### src/rtl/irq_src_pkg.sv
// Overview of operation
// - chosen pin edge sets external flag
// - external vector needs global and pin enable
// - edge select: rising, falling or both
// - edge select setting can disable pin
// - pin counts only while its enable set
// - external service clears flag and global enable
// - pull-high selection stays while pin interrupts
// - comparator output change sets its flag
// - comparator vector needs enables, stack not full
// - comparator service clears flag and global enable
// - four multi-function interrupts from grouped sources
// - any enabled grouped source request sets group flag
// - multi-function vectors, clears flag, global enable
// - service leaves grouped source flags untouched
// - conversion done sets converter flag
// - converter vector gated; service clears flag, enable
// - time-base divider overflow sets its flag
// - time-base vector gated; service clears flag, enable
// - time-base ratio selected by control bits
// - full stack blocks every request
// - blocked requests still latch their flags
package irq_src_pkg;
	// register byte offsets
	localparam logic [7:0] OFS_CTRL = 8'h00;
	localparam logic [7:0] OFS_EDGE = 8'h04;
	localparam logic [7:0] OFS_FLAGS = 8'h08;
	localparam logic [7:0] OFS_SRC_FLAG = 8'h0C;
	localparam logic [7:0] OFS_SRC_EN = 8'h10;
	localparam logic [7:0] OFS_TBC = 8'h14;
	localparam logic [7:0] OFS_STATUS = 8'h18;
	// control register field positions
	localparam int CTRL_GIE = 0;
	localparam int CTRL_EXT_EN = 1;
	localparam int CTRL_CMP_EN = 3;
	localparam int CTRL_MF_EN = 5;
	localparam int CTRL_CONV_EN = 9;
	localparam int CTRL_TB_EN = 10;
	localparam int CTRL_PULL = 12;
	// time-base control fields
	localparam int TBC_ON = 7;
	localparam int TBC_CK = 6;
	localparam int TBC_TB1 = 4;
	localparam int TBC_TB0 = 0;
	localparam logic [7:0] TBC_RESET = 8'h37;
	localparam int TB0_BASE_LOG2 = 8;
	localparam int TB1_BASE_LOG2 = 12;
	localparam int TB_CNT_W = 15;
	// edge select codes, two bits per pin
	localparam logic [1:0] EDGE_OFF = 2'h0;
	localparam logic [1:0] EDGE_RISE = 2'h1;
	localparam logic [1:0] EDGE_FALL = 2'h2;
	localparam logic [1:0] EDGE_BOTH = 2'h3;
	// source index, lower index is higher priority
	localparam int NUM_SRC = 11;
	localparam int ID_EXT0 = 0;
	localparam int ID_CMP0 = 2;
	localparam int ID_MF0 = 4;
	localparam int ID_CONV = 8;
	localparam int ID_TB0 = 9;
	localparam int ID_TB1 = 10;
	localparam int MF_GROUPS = 4;
	localparam int MF_SRC_PER_GROUP = 4;
endpackage

### src/rtl/mcu_interrupt_sources.sv
// Local design decisions: register access over AHB-Lite and the register addresses.
`timescale 1ns/1ns
module mcu_interrupt_sources
(
	// clock and reset
	input wire logic hclk,
	input wire logic hresetn,
	// ahb-lite slave
	input wire logic hsel,
	input wire logic [31:0] haddr,
	input wire logic [1:0] htrans,
	input wire logic hwrite,
	input wire logic [2:0] hsize,
	input wire logic [31:0] hwdata,
	input wire logic hready,
	output logic hreadyout,
	output logic hresp,
	output logic [31:0] hrdata,
	// external pins
	input wire logic [1:0] ext_irq_pin,
	output logic [1:0] pin_pullup_en,
	// peripheral events
	input wire logic [1:0] cmp_out,
	input wire logic [15:0] mf_src_req,
	input wire logic conv_done,
	input wire logic timebase_src_clock,
	// cpu sequencer
	input wire logic stack_full,
	input wire logic irq_ack,
	output logic irq_req,
	output logic [3:0] irq_vector
);
	localparam int N = irq_src_pkg::NUM_SRC;
	localparam int TW = irq_src_pkg::TB_CNT_W;

	typedef struct packed {
		logic wr_pend;
		logic [7:0] wr_addr;
		logic [31:0] rdata;
		logic gie;
		logic [1:0] ext_irq_enable;
		logic [1:0] cmp_en;
		logic [3:0] mf_en;
		logic conv_irq_enable;
		logic [1:0] tb_en;
		logic [1:0] pull;
		logic [3:0] edge_select_reg;
		logic [N-1:0] flags;
		logic [15:0] src_flag;
		logic [15:0] src_en;
		logic [7:0] timebase_ctrl_reg;
		logic armed;
		logic [1:0] pin_q;
		logic [1:0] cmp_q;
		logic [TW-1:0] tb_cnt;
		logic [1:0] div4;
		logic req;
		logic [3:0] vec;
	} state_t;

	state_t st_ff;
	state_t nxt_st;

	logic [1:0] ext_hit;
	logic [1:0] cmp_hit;
	logic [3:0] mf_hit;
	logic tb_tick;
	logic [1:0] tb_ovf;
	logic [N-1:0] set_vec;
	logic [N-1:0] clr_vec;
	logic [N-1:0] pending;
	logic addr_phase;
	logic [TW-1:0] tb0_mask;
	logic [TW-1:0] tb1_mask;

	assign hreadyout = 1'b1;
	assign hresp = 1'b0;
	assign hrdata = st_ff.rdata;
	assign pin_pullup_en = st_ff.pull;
	assign irq_req = st_ff.req;
	assign irq_vector = st_ff.vec;
	assign addr_phase = hsel & htrans[1] & hready;

	// per pin edge detection and enable gating
	genvar gp;
	generate
		for (gp = 0; gp < 2; gp++)
		begin : g_pin
			logic rise;
			logic fall;
			logic [1:0] mode;
			assign rise = st_ff.armed & ext_irq_pin[gp] & ~st_ff.pin_q[gp];
			assign fall = st_ff.armed & ~ext_irq_pin[gp] & st_ff.pin_q[gp];
			assign mode = st_ff.edge_select_reg[2*gp +: 2];
			// pin is an interrupt input only while enabled
			assign ext_hit[gp] = st_ff.ext_irq_enable[gp] &
				(((mode == irq_src_pkg::EDGE_RISE) & rise) |
				((mode == irq_src_pkg::EDGE_FALL) & fall) |
				((mode == irq_src_pkg::EDGE_BOTH) & (rise | fall)));
			// any change of comparator output
			assign cmp_hit[gp] = st_ff.armed & (cmp_out[gp] ^ st_ff.cmp_q[gp]);
		end
	endgenerate

	// group flag on any enabled source request of the group
	genvar gm;
	generate
		for (gm = 0; gm < irq_src_pkg::MF_GROUPS; gm++)
		begin : g_mf
			assign mf_hit[gm] = |(mf_src_req[4*gm +: 4] & st_ff.src_en[4*gm +: 4]);
		end
	endgenerate

	// time base: source tick or system clock divided by four
	assign tb_tick = st_ff.timebase_ctrl_reg[irq_src_pkg::TBC_ON] &
		(st_ff.timebase_ctrl_reg[irq_src_pkg::TBC_CK] ?
		(st_ff.div4 == 2'h3) : timebase_src_clock);
	assign tb0_mask = TW'((32'h1 << (irq_src_pkg::TB0_BASE_LOG2 +
		int'(st_ff.timebase_ctrl_reg[irq_src_pkg::TBC_TB0 +: 3]))) - 32'h1);
	assign tb1_mask = TW'((32'h1 << (irq_src_pkg::TB1_BASE_LOG2 +
		int'(st_ff.timebase_ctrl_reg[irq_src_pkg::TBC_TB1 +: 2]))) - 32'h1);
	assign tb_ovf[0] = tb_tick & ((st_ff.tb_cnt & tb0_mask) == tb0_mask);
	assign tb_ovf[1] = tb_tick & ((st_ff.tb_cnt & tb1_mask) == tb1_mask);

	// flags latch regardless of vector enables; pin flags need ext_irq_enable, group flags src_en
	assign set_vec = {tb_ovf, conv_done, mf_hit, cmp_hit, ext_hit};

	always_comb
	begin
		logic [N-1:0] wr_clr;
		logic [N-1:0] ack_clr;
		logic [31:0] rd;
		logic [31:0] ctrl;
		wr_clr = '0;
		ack_clr = '0;
		rd = '0;
		ctrl = '0;
		nxt_st = st_ff;
		nxt_st.armed = 1'b1;
		nxt_st.pin_q = ext_irq_pin;
		nxt_st.cmp_q = cmp_out;
		nxt_st.div4 = st_ff.div4 + 2'h1;
		if (tb_tick)
		begin
			nxt_st.tb_cnt = st_ff.tb_cnt + TW'(1);
		end
		// register writes in the data phase
		if (st_ff.wr_pend)
		begin
			case (st_ff.wr_addr)
				irq_src_pkg::OFS_CTRL:
				begin
					nxt_st.gie = hwdata[irq_src_pkg::CTRL_GIE];
					nxt_st.ext_irq_enable = hwdata[irq_src_pkg::CTRL_EXT_EN +: 2];
					nxt_st.cmp_en = hwdata[irq_src_pkg::CTRL_CMP_EN +: 2];
					nxt_st.mf_en = hwdata[irq_src_pkg::CTRL_MF_EN +: 4];
					nxt_st.conv_irq_enable = hwdata[irq_src_pkg::CTRL_CONV_EN];
					nxt_st.tb_en = hwdata[irq_src_pkg::CTRL_TB_EN +: 2];
					nxt_st.pull = hwdata[irq_src_pkg::CTRL_PULL +: 2];
				end
				irq_src_pkg::OFS_EDGE: nxt_st.edge_select_reg = hwdata[3:0];
				irq_src_pkg::OFS_FLAGS: wr_clr = hwdata[N-1:0];
				irq_src_pkg::OFS_SRC_EN: nxt_st.src_en = hwdata[15:0];
				irq_src_pkg::OFS_TBC: nxt_st.timebase_ctrl_reg = hwdata[7:0];
				default: ;
			endcase
		end
		// source flags: set wins over a write-one clear
		if (st_ff.wr_pend && st_ff.wr_addr == irq_src_pkg::OFS_SRC_FLAG)
		begin
			nxt_st.src_flag = st_ff.src_flag & ~hwdata[15:0];
		end
		// servicing never touches the grouped source flags
		nxt_st.src_flag = nxt_st.src_flag | mf_src_req;
		// service clears the vectored flag and the global enable
		if (irq_ack && st_ff.req)
		begin
			ack_clr[st_ff.vec] = 1'b1;
			nxt_st.gie = 1'b0;
		end
		// a new event in the clearing cycle is kept
		nxt_st.flags = (st_ff.flags & ~(wr_clr | ack_clr)) | set_vec;
		// enabled pending sources, blocked while the stack is full
		pending = nxt_st.flags & {nxt_st.tb_en, nxt_st.conv_irq_enable,
			nxt_st.mf_en, nxt_st.cmp_en, nxt_st.ext_irq_enable};
		nxt_st.req = nxt_st.gie & ~stack_full & (|pending);
		nxt_st.vec = st_ff.vec;
		// fixed priority, lowest index first, one at a time
		for (int i = N - 1; i >= 0; i--)
		begin
			if (pending[i])
			begin
				nxt_st.vec = 4'(i);
			end
		end
		// address phase: latch write, or read from the updated state
		nxt_st.wr_pend = addr_phase & hwrite;
		nxt_st.wr_addr = haddr[7:0];
		ctrl[irq_src_pkg::CTRL_GIE] = nxt_st.gie;
		ctrl[irq_src_pkg::CTRL_EXT_EN +: 2] = nxt_st.ext_irq_enable;
		ctrl[irq_src_pkg::CTRL_CMP_EN +: 2] = nxt_st.cmp_en;
		ctrl[irq_src_pkg::CTRL_MF_EN +: 4] = nxt_st.mf_en;
		ctrl[irq_src_pkg::CTRL_CONV_EN] = nxt_st.conv_irq_enable;
		ctrl[irq_src_pkg::CTRL_TB_EN +: 2] = nxt_st.tb_en;
		ctrl[irq_src_pkg::CTRL_PULL +: 2] = nxt_st.pull;
		case (haddr[7:0])
			irq_src_pkg::OFS_CTRL: rd = ctrl;
			irq_src_pkg::OFS_EDGE: rd = {28'h0, nxt_st.edge_select_reg};
			irq_src_pkg::OFS_FLAGS: rd = 32'(nxt_st.flags);
			irq_src_pkg::OFS_SRC_FLAG: rd = {16'h0, nxt_st.src_flag};
			irq_src_pkg::OFS_SRC_EN: rd = {16'h0, nxt_st.src_en};
			irq_src_pkg::OFS_TBC: rd = {24'h0, nxt_st.timebase_ctrl_reg};
			irq_src_pkg::OFS_STATUS: rd = {26'h0, stack_full, nxt_st.req,
				nxt_st.vec};
			default: rd = 32'h0;
		endcase
		// unaligned or unmapped offsets read as zero
		if (haddr[31:8] != 24'h0 || haddr[1:0] != 2'h0)
		begin
			rd = 32'h0;
			nxt_st.wr_pend = 1'b0;
		end
		if (addr_phase && !hwrite)
		begin
			nxt_st.rdata = rd;
		end
	end

	always_ff @(posedge hclk or negedge hresetn)
	begin
		if (!hresetn)
		begin
			st_ff <= '0;
			st_ff.timebase_ctrl_reg <= irq_src_pkg::TBC_RESET;
		end
		else
		begin
			st_ff <= nxt_st;
		end
	end

	// enables in source order, for the vector checks below
	logic [N-1:0] en_vec;
	assign en_vec = {st_ff.tb_en, st_ff.conv_irq_enable, st_ff.mf_en,
		st_ff.cmp_en, st_ff.ext_irq_enable};
endmodule

### config.mk
export PLATFORM = sky130hd
export DESIGN_NAME = mcu_interrupt_sources
export DESIGN_NICKNAME = d
export VERILOG_FILES = /design/src/rtl/irq_src_pkg.sv /design/src/rtl/mcu_interrupt_sources.sv
export SDC_FILE = /design/constraint.sdc
export NUM_CORES = 1
export LEC_CHECK = 0
export ABC_AREA = 1
export BUFFER_PORTS_ARGS = -buffer_cell sky130_fd_sc_hd__buf_2
export CORE_MARGIN = 1
export CORE_UTILIZATION = 54
export DETAILED_ROUTE_END_ITERATION = 10
export PLACE_DENSITY = 0.85
export SYNTH_ARGS = -nofsm -noshare
export SYNTH_HDL_FRONTEND = slang
export SYNTH_SLANG_ARGS = --single-unit
### constraint.sdc
create_clock -name hclk -period 2.7 [get_ports hclk]
set_clock_uncertainty 0.15 [all_clocks]
set_input_delay 0.27 -clock hclk [delete_from_list [all_inputs] [get_ports hclk]]
set_output_delay 0.27 -clock hclk [all_outputs]
set_load 0.01 [all_outputs]
==> out/summary.txt <==
met2 WL = 8413 um
IO Port Bufs = 100
sequential share of the synthesized area = 0.4977
filler cell count = 816
asr flop ratio synth = 1.000
chip width = 108.2 um
RePlAce Congestion = 0.9531
FF+latch count, synth = 121
Post-Route WL = 16630 um
gr usage total = 0.2984
arrival time worst endpoint = 2690 ps
placed instance area = 6610 um^2
# rows = 38
core area = 10940 um^2
initial DRC count = 423
part of the cycle the worst path needs = 0.9374
DRT Pass-1 Iters = 5
final non-filler cell total = 1005
CTS H-tree depth = 4
cells after synthesis = 711
leading area contributor after synthesis = dfrtp_1
critical path class = register to register
HPWL after detailed placement = 10920 um
CTS tree = yes
Final Instance Area = 7605 um^2
CTS Buf Count = 17
max-cap violations = 0
CTS Sinks = 121
Worst-Margin Slew = 628.0 ps
IO Pins = 139
largest net degree at the start of global routing = 66
R2R cell count = 14
initial antenna violation count = 0
Post-synth EDFFs = 0
vias per inst = 5.485
die area = 11720 um^2
Remaining DRCs = 0
fin crit period = 2531 ps
Fmax achieved = 395.1 MHz
final hold vios = 0
root buf cell = clkbuf_16
Clock Latency Late Sink = 420 ps
Hold Path Class = input port to register
maximum vdd drop = 501.7 uV
Syn Std Cell Area = 6096 um^2
count leader, synth = nand2_1
first-pass GRT wire length = 25960 um
mean area per synthesized cell = 8.574 um^2
Synth top area share = 0.4762
Syn. warnings = 0
Routed wire per std cell = 16.55 um
Starting Density = 0.5574
Pwr Density = 560.5 nW/um^2
area delta synth->final = 24.75%
antenna cells = 0
antenna-violating nets left = 0
distinct cell type count after synthesis = 55
routed wl met3 = 1139 um
worst hold path depth = 2
Post-synth top cells = nand2_1, dfrtp_1, inv_1
register area = 3034 um^2
NumNets Final = 953
multi-input logic area = 2454 um^2
WL met1 = 6508 um
crit path launch type = register
ranking of synthesized cells by area = dfrtp_1, nand2_1, buf_4, inv_1, o21ai_0
clk slew on worst S/H paths = 60 ps
crit-path max FO = 12
status = finished, final reports clean
layout cells sized above 1 = 0.2451
number of global-route vias before repair = 5451
Pleak = 3.894 nW
top sig layer = met4
Placed Instances = 936
ys flop type = dfrtp_1
Power, Total = 0.004263 W
final count of negative-setup-slack endpoints = 0
Die Y = 108.2 um
clk buf depth = 2
pins over their slew limit = 0
vias = 5512
kind of end point of the critical path = register
Req. time, crit path = 2860 ps
Rel. slew slack = 0.5781
Congestion Overflow GR = 0
per-layer routing:
layer | track usage | vias up
li1 | - | 2548
met1 | 0.3455 | 2622
met2 | 0.5200 | 292
met3 | 0.07294 | 50
met4 | 0.1380 | 0
met5 | 0 | -
final timing paths:
kind                            start        end  slack, ps
min in group asynchronous     hresetn  st_ff[14]        110
max reg2reg                st_ff[128]  hrdata[4]        170
min                         conv_done  st_ff[75]         10
min reg2reg                  st_ff[5]   st_ff[5]        290
max                        st_ff[128]  hrdata[4]        170
max in group asynchronous     hresetn  st_ff[32]       1510
layout by cell type, fill, tap and decap left out, types with 17 or more instances in the layout:
cell type      instances
nor2_1                32
dfrtp_1              116
dlygate4sd3_1         35
o21ai_0               59
conb_1                19
nand3_1               28
clkbuf_16             17
inv_1                 79
buf_4                 20
nand2_1              188
buf_2                 99
cell type report:
cell class / count / share of cell area
sequential: 121 / 0.3990
multi-input combinational: 470 / 0.3226
timing repair buffer: 156 / 0.1362
clock buffer: 17 / 0.05594
inverter: 87 / 0.04344
tap: 140 / 0.02303
clock inverter: 14 / 0.01974
worst max-delay path, stage by stage (launching register included):
cell      delay, ps
dfrtp_1         370
inv_1            50
nand2_1          70
nor3_4          200
buf_12          140
buf_4           130
nand2_1          80
buf_4           200
nand2_1          70
o21ai_0         120
a22o_2          230
a221oi_1        270
nand3_1         180
nand2_1          90
nand2_1          40
through the flow:
step	hold slack (ps)	worst slack (ps)	setup TNS, ps	util
2_1_floorplan	-175.6	591.4	0	-
3_3_place_gp	0.9776	289.1	0	0.6045
3_5_place_dp	3.207	225.3	0	0.6045
4_1_cts	13.86	115.9	0	0.6891
5_1_grt	10.39	-42.60	-42.60	0.6954
6_report	14.90	168.9	0	0.6954
power by group:
group | internal, W | leakage [nW] | switching (W) | total [W]
clock network | 0.00136 | 0.276 | 0.000851 | 0.00221
registers | 0.00182 | 1.29 | 0.00000581 | 0.00183
logic | 0.0000939 | 2.33 | 0.000130 | 0.000224
state kept, by name (all words and copies together), names as in the netlist:
signal,cells
en_vec,11
g_pin.mode,4
hrdata,16
irq_req,1
irq_vector,4
pin_pullup_en,2
st_ff,83
timing repair:
action / 4_1_cts / 5_1_grt
resized for setup: 0 / 8
hold endpoints to repair: 111 / 0
hold buffers: 35 / 0
buffers inserted: 0 / 2
endpoints found under the setup margin: 0 / 2
cells by family after synthesis:
kind of cell | Yosys count | synth area share
AND/OR/NAND/NOR | 304 | 0.2209
buffers and inverters | 138 | 0.1164
AO/OA/AOI/OAI | 128 | 0.1363
flip-flops | 121 | 0.4977
XOR/XNOR | 15 | 0.02155
adder cells (fa/ha/maj) | 2 | 0.004104
other | 2 | 0.001232
multiplexers | 1 | 0.001847
No activity file was read; power rests on OpenSTA's default activity.
